**src/inc/pwm_fault_cfg.svh**
```systemverilog
// Operation
// System clock logic; timer tick only enables counting
// Enabled guard trips on selected edge of source
// Trip clears output modes, pins follow port bits
// Guard enable cleared with output modes, same cycle
// Raise fault interrupt when its enable set
// Guard enable readable; cleared after trip
// Fault pin default; comparator when select set
// Software clears flag after changing fault setup
// Both sources use same synchroniser and edge detector
// Filter output changes after four equal samples
// Filter adds four system-clock cycles, no prescaler
// Port bit write can trigger fault path
// One shared 2-bit high latch for wide registers
// Low-byte write loads latch plus byte together
// Low-byte read copies upper bits into latch
// Write latch first; read low byte first
// Main code masks interrupts around wide access
// Fault flag set on event, software clears
`ifndef PWM_FAULT_CFG_SVH
`define PWM_FAULT_CFG_SVH

// ==========================================
// Register offsets on the 8-bit I/O bus
`define OFS_CTRL_A      6'h00
`define OFS_CTRL_D      6'h01
`define OFS_HIGH_LATCH  6'h02
`define OFS_COUNTER     6'h03
`define OFS_CMP_A       6'h04
`define OFS_CMP_B       6'h05
`define OFS_CMP_TOP     6'h06
`define OFS_CMP_D       6'h07
`define OFS_PORT_OUT    6'h08
`define OFS_PORT_DIR    6'h09

// ==========================================
// Field positions
`define CTLA_MODE_A_LSB 6
`define CTLA_MODE_B_LSB 4
`define CTLA_MODE_D_LSB 2
`define CTLD_GUARD_EN   7
`define CTLD_IRQ_EN     6
`define CTLD_COMP_SEL   5
`define CTLD_FILTER_EN  4
`define CTLD_EDGE_RISE  3
`define CTLD_FLAG       0
`define FAULT_PIN_BIT   6

// ==========================================
// Reset values and counts
`define RST_CTRL_A      8'h00
`define RST_CTRL_D      8'h00
`define RST_WIDE        10'h000
`define RST_TOP         10'h3ff
`define RST_PORT        8'h00
`define FILTER_SAMPLES  4

`endif

```
**src/inc/pwm_fault_pkg.sv**
```systemverilog
package pwm_fault_pkg;

    typedef struct packed {
        logic       wr;
        logic       rd;
        logic [5:0] addr;
        logic [7:0] data;
    } io_req_t;

    typedef struct packed {
        logic guardEnable;
        logic irqEnable;
        logic compSelect;
        logic filterEnable;
        logic edgeRising;
    } fault_ctrl_t;

    typedef enum logic [1:0] {
        WIDE_COUNTER,
        WIDE_CMP_A,
        WIDE_CMP_B,
        WIDE_CMP_TOP
    } wide_sel_t;

endpackage

```
**src/hw/fault_input_filter.sv**
```systemverilog
`timescale 1ns/1ps
`include "pwm_fault_cfg.svh"

module fault_input_filter
#(
    parameter int SAMPLES = `FILTER_SAMPLES
)
(
    input  wire logic clk,
    input  wire logic rst_n,
    input  wire logic rawIn,
    input  wire logic filterEnable,
    output logic      levelOut
);
    import pwm_fault_pkg::*;

    generate
        if (SAMPLES < 2)
        begin : gBadSamples
            $error("fault_input_filter needs at least two samples");
        end
    endgenerate

    logic [2:0]         syncChain;
    logic               syncLevel;
    logic [SAMPLES-2:0] history;
    logic               filtLevel;
    // Present sample joins the stored ones, so a change costs exactly SAMPLES cycles
    wire  [SAMPLES-1:0] window  = {history, syncLevel};
    wire                allHigh = &window;
    wire                allLow  = ~|window;

    // ==========================================
    // Three-stage sampler, level moves when stages two and three agree
    always_ff @(posedge clk or negedge rst_n)
    begin
        if (!rst_n)
            syncChain <= 3'h0;
        else
            syncChain <= {syncChain[1:0], rawIn};
    end

    always_ff @(posedge clk or negedge rst_n)
    begin
        if (!rst_n)
            syncLevel <= 1'b0;
        else if (syncChain[1] == syncChain[2])
            syncLevel <= syncChain[2];
    end

    // ==========================================
    // Noise filter on system clock, adds SAMPLES cycles of delay
    always_ff @(posedge clk or negedge rst_n)
    begin
        if (!rst_n)
            history <= '0;
        else
            history <= window[SAMPLES-2:0];
    end

    always_ff @(posedge clk or negedge rst_n)
    begin
        if (!rst_n)
            filtLevel <= 1'b0;
        else if (allHigh || allLow)
            filtLevel <= syncLevel;
    end

    assign levelOut = filterEnable ? filtLevel : syncLevel;

endmodule

```
**src/hw/pwm_fault_guard.sv**
```systemverilog
`timescale 1ns/1ps
`include "pwm_fault_cfg.svh"

module pwm_fault_guard
#(
    parameter int WIDE = 10
)
(
    input  wire logic                   clk,
    input  wire logic                   rst_n,
    input  wire pwm_fault_pkg::io_req_t ioReq,
    output logic [7:0]                  ioReadData,
    input  wire logic                   countTickEnable,
    input  wire logic                   faultPinInput,
    input  wire logic                   comparatorResult,
    output logic [7:0]                  portOut,
    output logic [7:0]                  portOutEnable,
    output logic                        faultIrq
);
    import pwm_fault_pkg::*;

    generate
        if (WIDE != 10)
        begin : gBadWide
            $error("pwm_fault_guard serves only a 10-bit counter");
        end
    endgenerate

    // ==========================================
    // Register state
    logic [7:0]      ctrlA;
    fault_ctrl_t     ctrlD;
    logic            faultFlag;
    logic [1:0]      highLatch;
    logic [WIDE-1:0] wideReg [4];
    logic [WIDE-1:0] cmpD;
    logic [7:0]      portReg;
    logic [7:0]      portDir;
    logic            countUp;

    // ==========================================
    // Address decode
    wire wrCtrlA   = ioReq.wr && ioReq.addr == `OFS_CTRL_A;
    wire wrCtrlD   = ioReq.wr && ioReq.addr == `OFS_CTRL_D;
    wire wrLatch   = ioReq.wr && ioReq.addr == `OFS_HIGH_LATCH;
    wire wrCounter = ioReq.wr && ioReq.addr == `OFS_COUNTER;
    wire wrCmpA    = ioReq.wr && ioReq.addr == `OFS_CMP_A;
    wire wrCmpB    = ioReq.wr && ioReq.addr == `OFS_CMP_B;
    wire wrCmpTop  = ioReq.wr && ioReq.addr == `OFS_CMP_TOP;
    wire wrCmpD    = ioReq.wr && ioReq.addr == `OFS_CMP_D;
    wire wrPort    = ioReq.wr && ioReq.addr == `OFS_PORT_OUT;
    wire wrDir     = ioReq.wr && ioReq.addr == `OFS_PORT_DIR;
    wire rdCounter = ioReq.rd && ioReq.addr == `OFS_COUNTER;
    wire rdCmpA    = ioReq.rd && ioReq.addr == `OFS_CMP_A;
    wire rdCmpB    = ioReq.rd && ioReq.addr == `OFS_CMP_B;
    wire rdCmpTop  = ioReq.rd && ioReq.addr == `OFS_CMP_TOP;
    wire rdCmpD    = ioReq.rd && ioReq.addr == `OFS_CMP_D;

    wire [3:0] wideWrite = {wrCmpTop, wrCmpB, wrCmpA, wrCounter};
    wire       flagClear = wrCtrlD && ioReq.data[`CTLD_FLAG];

    // Full value assembled from latch and written low byte
    wire [WIDE-1:0] wideWriteValue = {highLatch, ioReq.data};

    // ==========================================
    // Fault source selection and detection
    wire [1:0] sourceRaw;
    wire [1:0] sourceLevel;
    logic      prevLevel;

    // Pin driven as output by the port: software's value reaches the detector
    wire pinDriven = portDir[`FAULT_PIN_BIT];
    assign sourceRaw[0] = pinDriven ? portReg[`FAULT_PIN_BIT] : faultPinInput;
    assign sourceRaw[1] = comparatorResult;

    genvar s;
    generate
        for (s = 0; s < 2; s++)
        begin : gSource
            fault_input_filter #(.SAMPLES(`FILTER_SAMPLES)) uFilter
            (
                .clk          (clk),
                .rst_n        (rst_n),
                .rawIn        (sourceRaw[s]),
                .filterEnable (ctrlD.filterEnable),
                .levelOut     (sourceLevel[s])
            );
        end
    endgenerate

    wire selLevel   = ctrlD.compSelect ? sourceLevel[1] : sourceLevel[0];
    wire riseEdge   = selLevel && !prevLevel;
    wire fallEdge   = !selLevel && prevLevel;
    wire faultEvent = ctrlD.edgeRising ? riseEdge : fallEdge;
    wire faultTrip  = faultEvent && ctrlD.guardEnable;

    always_ff @(posedge clk or negedge rst_n)
    begin
        if (!rst_n)
            prevLevel <= 1'b0;
        else
            prevLevel <= selLevel;
    end

    // ==========================================
    // Control registers; a trip wins over a same-cycle software write
    always_ff @(posedge clk or negedge rst_n)
    begin
        if (!rst_n)
            ctrlA <= `RST_CTRL_A;
        else if (faultTrip)
            ctrlA <= 8'h00;
        else if (wrCtrlA)
            ctrlA <= ioReq.data;
    end

    always_ff @(posedge clk or negedge rst_n)
    begin
        if (!rst_n)
            ctrlD <= fault_ctrl_t'(5'h00);
        else if (wrCtrlD)
        begin
            ctrlD.guardEnable  <= ioReq.data[`CTLD_GUARD_EN] && !faultTrip;
            ctrlD.irqEnable    <= ioReq.data[`CTLD_IRQ_EN];
            ctrlD.compSelect   <= ioReq.data[`CTLD_COMP_SEL];
            ctrlD.filterEnable <= ioReq.data[`CTLD_FILTER_EN];
            ctrlD.edgeRising   <= ioReq.data[`CTLD_EDGE_RISE];
        end
        else if (faultTrip)
            ctrlD.guardEnable <= 1'b0;
    end

    // Hardware set wins over the write-one clear
    always_ff @(posedge clk or negedge rst_n)
    begin
        if (!rst_n)
            faultFlag <= 1'b0;
        else if (faultEvent)
            faultFlag <= 1'b1;
        else if (flagClear)
            faultFlag <= 1'b0;
    end

    always_ff @(posedge clk or negedge rst_n)
    begin
        if (!rst_n)
            faultIrq <= 1'b0;
        else
            faultIrq <= ctrlD.irqEnable && (faultFlag || faultEvent);
    end

    // ==========================================
    // Shared high latch: loaded by write or by a low-byte read
    logic [1:0] readHigh;
    always_comb
    begin
        readHigh = highLatch;
        if (rdCounter)
            readHigh = wideReg[WIDE_COUNTER][WIDE-1:8];
        else if (rdCmpA)
            readHigh = wideReg[WIDE_CMP_A][WIDE-1:8];
        else if (rdCmpB)
            readHigh = wideReg[WIDE_CMP_B][WIDE-1:8];
        else if (rdCmpTop)
            readHigh = wideReg[WIDE_CMP_TOP][WIDE-1:8];
        else if (rdCmpD)
            readHigh = cmpD[WIDE-1:8];
    end

    always_ff @(posedge clk or negedge rst_n)
    begin
        if (!rst_n)
            highLatch <= 2'h0;
        else if (wrLatch)
            highLatch <= ioReq.data[1:0];
        else
            highLatch <= readHigh;
    end

    // ==========================================
    // Counter: runs on the system clock, the tick only enables it
    wire [WIDE-1:0] cnt    = wideReg[WIDE_COUNTER];
    wire [WIDE-1:0] top    = wideReg[WIDE_CMP_TOP];
    wire            atTop  = cnt == top;
    wire [WIDE-1:0] next_count = atTop ? '0 : cnt + 10'h001;

    genvar w;
    generate
        for (w = 0; w < 4; w++)
        begin : gWide
            always_ff @(posedge clk or negedge rst_n)
            begin
                if (!rst_n)
                    wideReg[w] <= (w == WIDE_CMP_TOP) ? `RST_TOP : `RST_WIDE;
                else if (wideWrite[w])
                    wideReg[w] <= wideWriteValue;
                else if (w == WIDE_COUNTER && countTickEnable)
                    wideReg[w] <= next_count;
            end
        end
    endgenerate

    always_ff @(posedge clk or negedge rst_n)
    begin
        if (!rst_n)
            cmpD <= `RST_WIDE;
        else if (wrCmpD)
            cmpD <= wideWriteValue;
    end

    // ==========================================
    // Port registers
    always_ff @(posedge clk or negedge rst_n)
    begin
        if (!rst_n)
        begin
            portReg <= `RST_PORT;
            portDir <= `RST_PORT;
        end
        else
        begin
            if (wrPort)
                portReg <= ioReq.data;
            if (wrDir)
                portDir <= ioReq.data;
        end
    end

    // ==========================================
    // Waveforms and pin override
    wire [2:0] wave;
    wire [2:0] modeOn;
    assign wave[0]   = cnt < wideReg[WIDE_CMP_A];
    assign wave[1]   = cnt < wideReg[WIDE_CMP_B];
    assign wave[2]   = cnt < cmpD;
    assign modeOn[0] = |ctrlA[`CTLA_MODE_A_LSB +: 2];
    assign modeOn[1] = |ctrlA[`CTLA_MODE_B_LSB +: 2];
    assign modeOn[2] = |ctrlA[`CTLA_MODE_D_LSB +: 2];

    // Mode value 3 inverts the waveform, as in set-on-match operation
    wire [2:0] waveInv = {ctrlA[`CTLA_MODE_D_LSB +: 2] == 2'h3,
                          ctrlA[`CTLA_MODE_B_LSB +: 2] == 2'h3,
                          ctrlA[`CTLA_MODE_A_LSB +: 2] == 2'h3};

    logic [7:0] next_portOut;
    always_comb
    begin
        next_portOut = portReg;
        for (int c = 0; c < 3; c++)
        begin
            // Cleared modes hand the pin back to the port register
            if (modeOn[c] && !faultTrip)
                next_portOut[c] = wave[c] ^ waveInv[c];
        end
    end

    always_ff @(posedge clk or negedge rst_n)
    begin
        if (!rst_n)
        begin
            portOut       <= `RST_PORT;
            portOutEnable <= `RST_PORT;
        end
        else
        begin
            portOut       <= next_portOut;
            portOutEnable <= portDir;
        end
    end

    // ==========================================
    // Read data, valid the cycle after the read strobe
    wire [7:0] ctrlDRead = {ctrlD.guardEnable, ctrlD.irqEnable, ctrlD.compSelect,
                            ctrlD.filterEnable, ctrlD.edgeRising, 2'h0, faultFlag};

    logic [7:0] next_read;
    always_comb
    begin
        unique case (ioReq.addr)
            `OFS_CTRL_A:     next_read = ctrlA;
            `OFS_CTRL_D:     next_read = ctrlDRead;
            `OFS_HIGH_LATCH: next_read = {6'h00, highLatch};
            `OFS_COUNTER:    next_read = wideReg[WIDE_COUNTER][7:0];
            `OFS_CMP_A:      next_read = wideReg[WIDE_CMP_A][7:0];
            `OFS_CMP_B:      next_read = wideReg[WIDE_CMP_B][7:0];
            `OFS_CMP_TOP:    next_read = wideReg[WIDE_CMP_TOP][7:0];
            `OFS_CMP_D:      next_read = cmpD[7:0];
            `OFS_PORT_OUT:   next_read = portReg;
            `OFS_PORT_DIR:   next_read = portDir;
            default:         next_read = 8'h00;
        endcase
    end

    always_ff @(posedge clk or negedge rst_n)
    begin
        if (!rst_n)
            ioReadData <= 8'h00;
        else if (ioReq.rd)
            ioReadData <= next_read;
    end

endmodule

```
**config.mk**
```make
export PLATFORM = sky130hd
export DESIGN_NAME = pwm_fault_guard
export DESIGN_NICKNAME = d
export VERILOG_FILES = /design/src/inc/pwm_fault_pkg.sv /design/src/hw/fault_input_filter.sv /design/src/hw/pwm_fault_guard.sv
export VERILOG_INCLUDE_DIRS = /design/src /design/src/inc
export SDC_FILE = /design/constraint.sdc
export NUM_CORES = 1
export LEC_CHECK = 0
export ABC_CLOCK_PERIOD_IN_PS = 2029
export BUFFER_PORTS_ARGS = -buffer_cell sky130_fd_sc_hd__buf_4
export CAP_MARGIN = 20
export CORE_AREA = 3 3 123 125
export DETAILED_ROUTE_END_ITERATION = 8
export DIE_AREA = 0 0 126 128
export PLACE_DENSITY = 0.67
export REMOVE_ABC_BUFFERS = 1
export SLEW_MARGIN = 5
export SYNTH_ARGS = -nofsm -noshare
export SYNTH_HDL_FRONTEND = slang
export SYNTH_SLANG_ARGS = --single-unit
```
**constraint.sdc**
```tcl
create_clock -name clk -period 2.03 [get_ports clk]
set_clock_uncertainty 0.1 [all_clocks]
set_input_delay 0.3045 -clock clk [delete_from_list [all_inputs] [get_ports clk]]
set_output_delay 0.3045 -clock clk [all_outputs]
set_load 0.02 [all_outputs]
```
Word level (Yosys, flattened, before mapping) --
Index checks and enable logic that the tools add are counted. Widths: inputs -> output; s select.
Storage, ports and cells: bits in latches 0, logic and storage cells 119, bits in writable memories 0, memory bits (read-only) 0, register bits 124, memories kept 0
Operators by class: bitwise gates (word level) 3, reductions and logical operators 45, equality and inequality tests 15, multiplexer cells 24, add/subtract/negate cells 1, div/mod/pow operators 0, $mul 0, shifts and indexed selects 0, $lt $le $gt $ge 3
Operators with widths (number):
- $pmux 8 s10 | 1
- $lt 10x10->1 | 3
- $mux 10 | 3
- $eq 6x3->1 const B | 4
- $logic_and 1x1->1 | 24
- $mux 8 | 2
- $eq 6x2->1 const B | 2
- $eq 6x4->1 const B | 2
- $mux 1 | 12
- $mux 2 | 6
- $add 10x1->10 const B | 1
- $eq 10x10->1 | 1
- $reduce_and 4->1 | 2
- $reduce_bool 2->1 | 4
- $reduce_or 4->1 | 2
- $eq 2x2->1 const B | 3
- $eq 6x1->1 const B | 1
- $logic_not 6->1 | 1
- $reduce_bool 6->1 | 1
- $reduce_or 2->1 | 3
- $logic_not 1->1 | 5
- $logic_or 1x1->1 | 3
- $xor 1x1->1 | 3
- $eq 1x1->1 | 2

Logic depth before layout (Yosys ltp) --
Gate-level depths: netlist (run 1).
depth in word-level cells 9, depth in mapped cells 8, depth with buffers taken out 7

By module --
Synthesis (run 1) repeated with hierarchy kept, for this count alone.
Unflattened totals: cells, all modules 562, area, all modules 6438.7 µm²
By module, submodules not included:
- pwm_fault_guard | cells an instance 536, area an instance 5943.2 µm², instances 1
- fault_input_filter | cells an instance 13, area an instance 247.7 µm², instances 2

Least setup slack after synthesis (run 1) --
Ideal clock, no wire load.
path kind reg-to-reg, from register wideReg (netlist bit cnt[7]), to register portOut[0], arrival time 1.886 ns, clock period less this slack 2.114 ns, data required time 1.802 ns, setup time 0.128 ns, path slack -0.084 ns, stages on the path, launching flop included 6, path buffers 0, cells stage by stage dfrtp_1 > ha_1 > a2111o_1 > a2111oi_0 > nor4_1 > nand3b_1
Between the ends: longest elaborated chain between the ends 3
RTL lines:
- start: declaration | line pwm_fault_guard.sv:35 | logic [WIDE-1:0] wideReg [4];
- start signal: indexed assignment | line pwm_fault_guard.sv:194 | wideReg[w] <= (w == WIDE_CMP_TOP) ? `RST_TOP : `RST_WIDE;
- start signal: indexed assignment | line pwm_fault_guard.sv:196 | wideReg[w] <= wideWriteValue;
- start signal: indexed assignment | line pwm_fault_guard.sv:198 | wideReg[w] <= next_count;
- $lt 10x10->1 | line pwm_fault_guard.sv:233 | assign wave[0] = cnt < wideReg[WIDE_CMP_A];
- $xor 1x1->1 | line pwm_fault_guard.sv:253 | next_portOut[c] = wave[c] ^ waveInv[c];
- $mux 1 | line pwm_fault_guard.sv:252 | if (modeOn[c] && !faultTrip)
- net next_portOut[0] | line pwm_fault_guard.sv:245 | logic [7:0] next_portOut;
- end signal: assignment | line pwm_fault_guard.sv:261 | portOut <= `RST_PORT;
- end signal: assignment | line pwm_fault_guard.sv:266 | portOut <= next_portOut;
- end: declaration | line pwm_fault_guard.sv:16 | output logic [7:0] portOut,
The timed path passes the listed nets, and every way through them passes these cells. A chain may end at the register's enable or synchronous reset.

Final worst setup path (run 1) --
Same ends and word-level chain as after synthesis.

==> results.py, run 1 <==
metrics = {
    "status": {
        "outcome": "finished, final reports clean",
    },
    "synth": {
        "seq_area_frac_synth": 0.491,
        "synthCells": 570,
        "ys_types": 60,
        "synthFlopType": "dfrtp_1",
        "avgSynthCellArea_um2": 11.1,
        "synth_edf_count": 0,
        "yosysWarnings": 0,
        "syn-cell-area_um2": 6350,
        "async_reset_ff_frac": 1.00,
        "ys_seq_elements": 124,
    },
    "worst_hold_path": {
        "min_to": "gSource[0].uFilter.syncChain[0]$_DFF_PN0_",
        "hold_start": "faultPinInput",
        "hold_path_class": "primary input to flop",
        "whs_path_depth": 2,
    },
    "grt": {
        "grt_overflow": 0,
        "grt_pass1_wl_um": 27600,
        "grt_max_degree": 66,
        "grt_use_total": 0.219,
        "antenna_found_initial": 0,
        "grt_pass1_vias": 5139,
    },
    "cts": {
        "cts_made_buffers": 17,
        "clockBufferDepth": 2,
        "cts_root_buf": "clkbuf_16",
        "cts.sinks": 124,
        "clk_pin_slew_worst_paths_ns": 0.06,
        "cts_tree": "built",
        "htree_levels": 4,
        "clk_latency_ns": 0.43,
    },
    "critical_path": {
        "path_max_fanout": 5,
        "rrSetupSlack_ns": 0.02,
        "slowest_stage": "dfrtp_2",
        "crit_chain": "ha_1 -> a2111o_1 -> a2111oi_4 -> buf_4 -> nor4_2 -> nand3b_1",
        "r2r_end": "portOut[0]$_DFF_PN0_",
        "cp.arrival_ns": 2.22,
        "reg2reg_depth": 6,
        "startpoint_type": "flop",
        "crit_type": "flop to flop",
        "cp.required_ns": 2.24,
        "slowest_delay_ns": 0.46,
        "cp-end-kind": "flop",
        "r2r-start": "cnt[7]$_DFFE_PN0P_",
    },
    "timing": {
        "finalWorstSetupSlack_ns": 0.0182,
        "fin_crit_sh": 0.991,
        "min_period_ns": 2.01,
        "setup_tns_ns": 0,
        "rsz0062_at_grt": "true",
        "tightest_slew_ns": 0.514,
        "slew_violations": 0,
        "timing_hold_violations_final": 0,
        "relSlewSlack": 0.656,
        "setup_viol": 0,
        "fmax_ghz": 0.497,
    },
    "die": {
        "design.core.area_um2": 14000,
        "dieHeight_um": 128,
        "start_util": 0.454,
        "die_x_um": 126,
        "floorplan.die_area_um2": 16100,
        "io_pins": 46,
        "rows": 43,
    },
    "pwr": {
        "p_per_area_nw_per_um2": 1060,
        "ir_worst_vdd_mv": 0.583,
        "leakage_nw": 3.76,
    },
    "finish": {
        "final_common_cell": "buf_4",
        "multi_input_area_um2": 3090,
        "ff_latch_area_um2": 3120,
        "fillCellCount": 1119,
        "final_core_util": 0.585,
        "diodes": 0,
        "area_delta_synth_final_pct": 28.8,
        "layout.cells.non_filler": 877,
        "layout_common_cells": "buf_4 (119), dfrtp_1 (109), mux2_2 (57)",
        "layout-drive-gt1-share": 0.360,
        "nNetsFinal": 733,
    },
    "detailed_routing": {
        "drc_errors": 0,
        "drtIter0Drc": 452,
        "vias": 5151,
        "ant_nets": 0,
        "drt_pass1_iterations": 5,
        "via_per_inst": 5.87,
        "totalWireLength_um": 17300,
        "wl_per_cell_um": 19.7,
    },
    "placement": {
        "dp_hpwl_um": 12400,
        "dp.cells": 839,
        "place_ws_ns": -0.279,
        "portBuffers": 45,
        "gp_congestion": 0.991,
    },
    "flow_run": {
        "maxCapViolCount": 0,
    },
}
per-layer routing:
metal / wire (µm) / GRT usage / vias up
li1: - / - / 2326
met1: 7590 / 0.301 / 2562
met2: 7970 / 0.336 / 231
met3: 1220 / 0.0488 / 32
met4: 474 / 0.0909 / 0
met5: 0 / 0 / -
logic make-up after synthesis:
logic type	synth area share
xor gates and xnor gates	0.0138
adders and majority gates	0.0583
muxes	0.128
DFF	0.491
buffers and inverters	0.0406
AOI/OAI and AO/OA	0.133
and+or+nand+nor	0.136
state kept, by name (all words and copies together) (netlist names), 5 cells and up:
register and cells:
top 10, ioReadData 8, ctrlD 5, cmpD 10, gSource.uFilter.history 6, portOutEnable 8
gSource.uFilter.syncChain 6, portReg 8, ctrlA 8, wideReg 20, portOut 8, portDir 8
cnt 10
cell type report:
type / instances / area share
repair buffers: 127 / 0.125
clock buffers: 18 / 0.0537
well taps: 180 / 0.0275
inverters: 31 / 0.0142
flip-flops and latches: 124 / 0.382
multi-input cells: 383 / 0.378
clock inverters: 14 / 0.0196
worst max path at each step:
stage | startpoint | to | cells after the start
3_3_place_gp | cnt[7]$_DFFE_PN0P_ | portOut[0]$_DFF_PN0_ | 6
2_1_floorplan | ctrlD[1]$_DFFE_PN0P_ | portOut[2]$_DFF_PN0_ | 5
3_5_place_dp | cnt[7]$_DFFE_PN0P_ | portOut[0]$_DFF_PN0_ | 6
6_report | cnt[7]$_DFFE_PN0P_ | portOut[0]$_DFF_PN0_ | 6
5_1_grt | ctrlD[1]$_DFFE_PN0P_ | portOut[0]$_DFF_PN0_ | 6
4_1_cts | cnt[1]$_DFFE_PN0P_ | cnt[4]$_DFFE_PN0P_ | 6
worst max-delay path: cells and delay by family, from the launching register on:
kind | cells | cell delay (ns)
AO/OA/AOI/OAI | 2 | 0.64
flip-flops | 1 | 0.46
adder cells (fa/ha/maj) | 1 | 0.32
AND/OR/NAND/NOR | 2 | 0.20
buffers and inverters | 1 | 0.17
where the power goes:
group	switching (mW)	total, mW	internal [mW]
Clock	1.19	3.06	1.86
Combinational	1.14	2.28	1.14
Sequential	0.423	3.32	2.89
cell usage after synthesis (4+ instances only):
library cell,instances,share of area
a211o_1,9,0.012
a21o_1,6,0.0071
a21oi_1,16,0.013
a22o_1,6,0.0083
a22oi_1,8,0.0095
a31oi_1,11,0.011
and2_1,6,0.0059
and3_1,5,0.0049
buf_2,8,0.0063
clkbuf_1,20,0.012
dfrtp_1,114,0.45
dfstp_2,10,0.041
ha_1,28,0.055
inv_1,30,0.018
mux2_2,57,0.10
mux2i_1,8,0.013
mux4_2,4,0.014
nand2_1,42,0.025
nand2b_1,7,0.0069
nand3_1,24,0.019
nand3b_1,11,0.013
nor2_1,20,0.012
nor2b_1,10,0.0099
nor3_1,5,0.0039
nor4_1,4,0.0039
o211ai_1,7,0.0083
o21a_1,6,0.0071
o21ai_0,15,0.012
o221ai_1,5,0.0069
o22ai_1,5,0.0049
xnor2_1,8,0.011
stage by stage:
step / instance area [µm²] / hold WS (ns) / power (mW)
global route: 8180 / 0.00926 / 9.09
global placement: 7410 / 0.0146 / 5.33
CTS: 8070 / 0.00317 / 8.56
floorplan: 6210 / -0.0911 / 4.45
detailed placement: 7410 / 0.0158 / 5.41
finish: 8180 / 0.0163 / 8.65
timing repair:
item,4_1_cts,5_1_grt
gates resized for setup,11,15
endpoints found under the hold margin,115,0
pin swaps,4,5
setup endpoints to repair,3,8
buffers inserted,2,3
hold buffers,2,0
No activity file was read; power rests on OpenSTA's default activity.
==> run 2, diff against run 1 <==
Settings changed: CORE_AREA 3 3 123 125 to 3 3 111 139, DIE_AREA 0 0 126 128 to 0 0 114 142.
==> run 2 against run 1 <==
Largest cell class unchanged. Final cell count shrank 1.3%. Worst setup slack gained 0.0099 ns. Total power shrank 0.28%. Maximum frequency grew 0.49%. Global-route usage grew 0.53 points. Combinational power is essentially flat. Sequential share of layout area grew 0.25 points. Critical path type unchanged.
==> results.py, run 2 (synthesis gave the netlist of run 1 again) <==
metrics = {
    "timing": {
        "min_period_ns": 2.00,
        "tightest_slew_ns": 0.440,
        "rsz0062_at_grt": "true",
        "fmax_ghz": 0.500,
        "finalWorstSetupSlack_ns": 0.0281,
        "slew_violations": 0,
        "fin_crit_sh": 0.986,
        "relSlewSlack": 0.705,
        "timing_hold_violations_final": 0,
        "setup_viol": 0,
    },
    "detailed_routing": {
        "drtIter0Drc": 461,
        "ant_nets": 0,
        "via_per_inst": 5.83,
        "drc_errors": 0,
        "drt_pass1_iterations": 6,
        "totalWireLength_um": 17700,
        "wl_per_cell_um": 20.5,
        "vias": 5048,
    },
    "pwr": {
        "ir_worst_vdd_mv": 0.695,
        "p_per_area_nw_per_um2": 1060,
        "leakage_nw": 3.70,
        "finalPower_mw": 8.63,
    },
    "finish": {
        "largest_reg_flops": 20,
        "top_register": "wideReg",
        "diodes": 0,
        "layout-drive-gt1-share": 0.358,
        "nNetsFinal": 724,
        "fillCellCount": 1218,
        "final_common_cell": "buf_4",
        "layout.cells.non_filler": 866,
        "area_delta_synth_final_pct": 28.0,
        "final_core_util": 0.567,
        "final_cell_area_um2": 8130,
        "layout_common_cells": "buf_4 (108), dfrtp_1 (107), mux2_2 (57)",
    },
    "cts": {
        "clk_pin_slew_worst_paths_ns": 0.06,
        "cts_tree": "built",
        "htree_levels": 4,
        "cts.sinks": 124,
        "cts_made_buffers": 17,
        "cts_root_buf": "clkbuf_16",
        "clockBufferDepth": 2,
        "clk_latency_ns": 0.42,
    },
    "grt": {
        "grt_pass1_wl_um": 28000,
        "grt_use_total": 0.224,
        "grt_max_degree": 53,
        "grt_overflow": 0,
        "grt_pass1_vias": 5110,
        "antenna_found_initial": 0,
    },
    "flow_run": {
        "maxCapViolCount": 0,
    },
    "placement": {
        "dp.cells": 829,
        "place_ws_ns": -0.253,
        "portBuffers": 45,
        "placed_cell_area_um2": 7370,
        "dp_hpwl_um": 12800,
        "gp_congestion": 0.918,
    },
    "die": {
        "die_x_um": 114,
        "design.core.area_um2": 14300,
        "start_util": 0.443,
        "io_pins": 46,
        "floorplan.die_area_um2": 16200,
        "rows": 49,
        "dieHeight_um": 142,
    },
    "critical_path": {
        "cp.required_ns": 2.22,
        "cpLargestDelayFamily": "compound AO/OA/AOI/OAI gates",
        "crit_type": "flop to flop",
        "cp_num_buf_inv": 0,
        "slowest_delay_ns": 0.46,
        "path_max_fanout": 4,
        "crit_chain": "ha_1 -> a2111o_1 -> o22ai_1 -> or4_1 -> nand3_1",
        "startpoint_type": "flop",
        "cp.arrival_ns": 2.20,
        "cp-end-kind": "flop",
        "slowest_stage": "a2111o_1",
    },
    "worst_hold_path": {
        "hold_path_class": "primary input to flop",
    },
    "status": {
        "outcome": "finished, final reports clean",
    },
}
-- run 2: changes by cell type in the layout (fill, tap and decap cells not counted), sizes merged --
cell,previous run,this run
buf,125,116
clkbuf,18,17
clkinvlp,3,4
bufinv,2,1
clkinv,5,2
inv,35,39
-- run 2: report_power, final --
part           switching [mW]  total [mW]  internal [mW]  leakage, nW
Sequential              0.436        3.33           2.90         1.54
Combinational            1.15        2.30           1.15         1.89
Clock                    1.27        3.00           1.73        0.274
-- run 2: worst paths after layout --
check	startpoint	to	slack, ns	cells after the start
max	cnt[7]$_DFFE_PN0P_	portOut[2]$_DFF_PN0_	0.03	5
min	faultPinInput	gSource[0].uFilter.syncChain[0]$_DFF_PN0_	0.02	2
max reg2reg	cnt[7]$_DFFE_PN0P_	portOut[2]$_DFF_PN0_	0.03	5
min reg2reg	gSource[0].uFilter.syncChain[0]$_DFF_PN0_	gSource[0].uFilter.syncChain[1]$_DFF_PN0_	0.26	0
max in group asynchronous	rst_n	top[9]$_DFFE_PN1P_	0.93	3
min in group asynchronous	rst_n	gSource[0].uFilter.syncChain[0]$_DFF_PN0_	0.24	2
-- run 2: stage by stage --
step,hold slack [ns],TNS (ns)
final,0.0192,0
after global routing,0.0181,-0.0358
after CTS,0.00399,-0.0227
after detailed placement,0.141,-1.40
after global placement,0.133,-0.942
after floorplan,-0.0911,-0.230
-- run 2: timing repair --
item                                    4_1_cts  5_1_grt
resized for setup                            13       15
pin swaps                                     5        8
endpoints found under the setup margin        4        7
buffers inserted                              3        1
hold endpoints to repair                     26        0
hold buffers                                  2        0
-- run 2: worst register-to-register path, stage by stage (launching register included) --
cell	delay (ns)
dfrtp_2	0.43
ha_1	0.30
a2111o_1	0.46
o22ai_1	0.34
or4_1	0.18
nand3_1	0.06
-- run 2: cell type report --
type	instances	area (µm²)	area share
Sequential cell	124	3120	0.384
Timing Repair Buffer	118	982	0.121
Multi-Input combinational cell	383	3110	0.382
Tap cell	178	223	0.0274
Clock buffer	17	425	0.0523
Inverter	31	116	0.0143
Clock inverter	15	155	0.0191
-- run 2: layer usage --
| layer | up-vias | global-route usage | part of all wire | routed length, µm |
|---|---|---|---|---|
| li1 | 2306 | - | - | - |
| met1 | 2547 | 0.278 | 0.42 | 7390 |
| met2 | 160 | 0.390 | 0.52 | 9190 |
| met3 | 35 | 0.0391 | 0.037 | 657 |
| met4 | 0 | 0.0838 | 0.027 | 486 |
| met5 | - | 0 | 0 | 0 |
==> run 3, diff against run 2 <==
Settings changed: CORE_AREA 3 3 111 139 to 3 3 111 140, DIE_AREA 0 0 114 142 to 0 0 114 143, SYNTH_HIERARCHICAL from default to 1.
==> run 3 against run 2 <==
The flow now finishes with violations (negative setup slack). Final cell count shrank 0.58%. Total power rose by 5.3%. Synthesized area up 1.4%. Critical path depth grew 1. Sequential cell count unchanged. Register-to-register slack worse by 0.05 ns. Sequential share of layout area is 0.34 points lower. Core utilization grew 0.39 points. First-iteration DRC count is 26% lower. Wire length fell by 1.4%. Worst hold slack hardly changed. Sequential power barely moved. Largest cell class is now multi-input gates. Largest power group unchanged.
==> results.py, run 3 <==
metrics = {
    "cts": {
        "clk_pin_slew_worst_paths_ns": 0.05,
        "htree_levels": 4,
        "clockBufferDepth": 2,
        "cts_made_buffers": 17,
        "cts_root_buf": "clkbuf_16",
        "clk_latency_ns": 0.42,
        "cts.sinks": 124,
        "cts_tree": "built",
    },
    "timing": {
        "tightest_slew_ns": 0.454,
        "slew_violations": 0,
        "min_period_ns": 2.05,
        "finalWorstSetupSlack_ns": -0.0209,
        "relSlewSlack": 0.697,
        "timing_hold_violations_final": 0,
        "rsz0062_at_grt": "true",
        "fmax_ghz": 0.488,
        "fin_crit_sh": 1.01,
        "setup_viol": 2,
    },
    "critical_path": {
        "path_max_fanout": 7,
        "slowest_delay_ns": 0.48,
        "cpLargestDelayFamily": "simple AND/OR/NAND/NOR gates",
        "cp.arrival_ns": 2.31,
        "crit_type": "flop to flop",
        "crit_chain": "ha_2 -> or3b_2 -> o2111ai_1 -> nand4b_1 -> a221oi_2 -> nand3b_1",
        "cp-end-kind": "flop",
        "slowest_stage": "dfrtp_2",
        "cp.required_ns": 2.29,
        "startpoint": "cnt[1]$_DFFE_PN0P_",
        "startpoint_type": "flop",
        "cp_num_buf_inv": 0,
        "r2r-start": "cnt[1]$_DFFE_PN0P_",
    },
    "synth": {
        "yosysWarnings": 6,
        "synth_top_area_frac": 0.443,
        "async_reset_ff_frac": 1.00,
        "synthCells": 562,
        "ys_seq_elements": 124,
        "yosys-top-cells-count": "dfrtp_1 (114), mux2_2 (55), inv_1 (38)",
        "yosys.cell_count.top_type": "dfrtp_1",
        "yosysTopAreaCell": "dfrtp_1",
        "synthFlopType": "dfrtp_1",
        "syn-cell-area_um2": 6440,
        "synth.area.top_cells": "dfrtp_1 (44%), mux2_2 (9.6%), ha_1 (5.4%), dfstp_2 (4.1%), inv_1 (2.2%)",
        "avgSynthCellArea_um2": 11.5,
        "seq_area_frac_synth": 0.484,
        "ys_types": 68,
        "synth_edf_count": 0,
    },
    "grt": {
        "grt_max_degree": 73,
        "grt_pass1_wl_um": 28100,
        "grt_overflow": 0,
        "grt_use_total": 0.224,
        "antenna_found_initial": 0,
        "grt_pass1_vias": 5364,
    },
    "status": {
        "violations": "negative setup slack",
        "outcome": "finished, violations left",
    },
    "finish": {
        "layout_common_cells": "dfrtp_1 (112), buf_4 (111), mux2_2 (53)",
        "layout-drive-gt1-share": 0.384,
        "final_common_cell": "dfrtp_1",
        "multi_input_area_um2": 3200,
        "nNetsFinal": 720,
        "layout.cells.non_filler": 861,
        "top_register": "wideReg",
        "fillCellCount": 1206,
        "diodes": 0,
        "ff_latch_area_um2": 3120,
        "area_delta_synth_final_pct": 27.2,
        "largest_reg_flops": 20,
    },
    "detailed_routing": {
        "topRoutingLayerUsed": "met4",
        "via_per_inst": 5.84,
        "wl_per_cell_um": 20.3,
        "dr_wl_met3_um": 740,
        "wl_met1_um": 6830,
        "totalWireLength_um": 17500,
        "drc_errors": 0,
        "drtIter0Drc": 342,
        "wl_met2_um": 9210,
        "drt_pass1_iterations": 5,
        "vias": 5032,
        "ant_nets": 0,
    },
    "die": {
        "io_pins": 46,
        "floorplan.die_area_um2": 16300,
        "die_x_um": 114,
        "design.core.area_um2": 14300,
        "start_util": 0.449,
        "dieHeight_um": 143,
        "rows": 49,
    },
    "placement": {
        "dp.cells": 818,
        "place_ws_ns": -0.164,
        "dp_hpwl_um": 12700,
        "gp_congestion": 0.808,
        "portBuffers": 45,
    },
    "worst_hold_path": {
        "hold_path_class": "primary input to flop",
        "hold_start": "faultPinInput",
    },
    "pwr": {
        "p_per_area_nw_per_um2": 1110,
        "leakage_nw": 3.67,
        "ir_worst_vdd_mv": 0.937,
    },
    "flow_run": {
        "maxCapViolCount": 0,
    },
}
-- run 3: changes by cell type after synthesis, moves of 5 or more --
cell,change
a21oi_1,-11
clkbuf_1,-10
a22o_2,+8
a31oi_1,-8
inv_1,+8
nand2_1,-6
nor2b_1,-6
mux2i_1,+5
nand4b_1,+5
nor2_1,-5
-- run 3: layer usage --
layer,vias to the layer above,GRT usage
met5,-,0
met3,46,0.0454
li1,2298,-
met4,0,0.113
met1,2542,0.254
met2,146,0.397
-- run 3: cells by family after synthesis --
| logic type | share of synthesized area |
|---|---|
| fa+ha+maj | 0.0575 |
| xor+xnor | 0.0136 |
| buf+inv | 0.0431 |
| simple gates | 0.148 |
| flops | 0.484 |
| mux | 0.123 |
| compound gates | 0.131 |
-- run 3: power by group --
part | switching [mW] | internal [mW] | leakage [nW]
clock | 1.08 | 2.06 | 0.301
sequential | 0.397 | 2.91 | 1.54
combinational | 1.28 | 1.35 | 1.83
total | 2.76 | 6.33 | 3.67
-- run 3: timing repair --
action	4_1_cts	5_1_grt
pin swaps	14	8
hold buffers	2	0
endpoints found under the setup margin	11	15
endpoints found under the hold margin	15	0
gates resized for setup	16	12
buffers inserted	7	4
-- run 3: final cells by class --
class	count	share of cell area
clock buffers	18	0.0536
multi-input cells	374	0.390
inverters	38	0.0174
repair buffers	116	0.109
well taps	178	0.0272
flip-flops and latches	124	0.381
clock inverters	13	0.0212
-- run 3: metrics by stage --
step	total power [mW]	cell area, µm²	hold WS (ns)	TNS, ns	utilization
after floorplan	4.58	6300	-0.0911	-0.0400	-
after global placement	5.59	7320	0.0716	-0.347	0.510
after detailed placement	5.68	7320	0.0782	-0.830	0.510
after CTS	8.99	8080	0.0120	0	0.563
after global routing	9.57	8190	0.0243	-0.475	0.571
final	9.08	8190	0.0197	-0.0251	0.571
-- run 3: worst paths after layout --
| check | to | slack [ns] | depth (start not counted) |
|---|---|---|---|
| max | portOut[0]$_DFF_PN0_ | -0.02 | 6 |
| min | gSource[0].uFilter/syncChain[0]$_DFF_PN0_ | 0.02 | 2 |
| max reg2reg | portOut[0]$_DFF_PN0_ | -0.02 | 6 |
| min reg2reg | gSource[0].uFilter/syncChain[1]$_DFF_PN0_ | 0.25 | 0 |
| max in group asynchronous | portOut[1]$_DFF_PN0_ | 0.94 | 3 |
| min in group asynchronous | gSource[1].uFilter/syncChain[0]$_DFF_PN0_ | 0.19 | 2 |
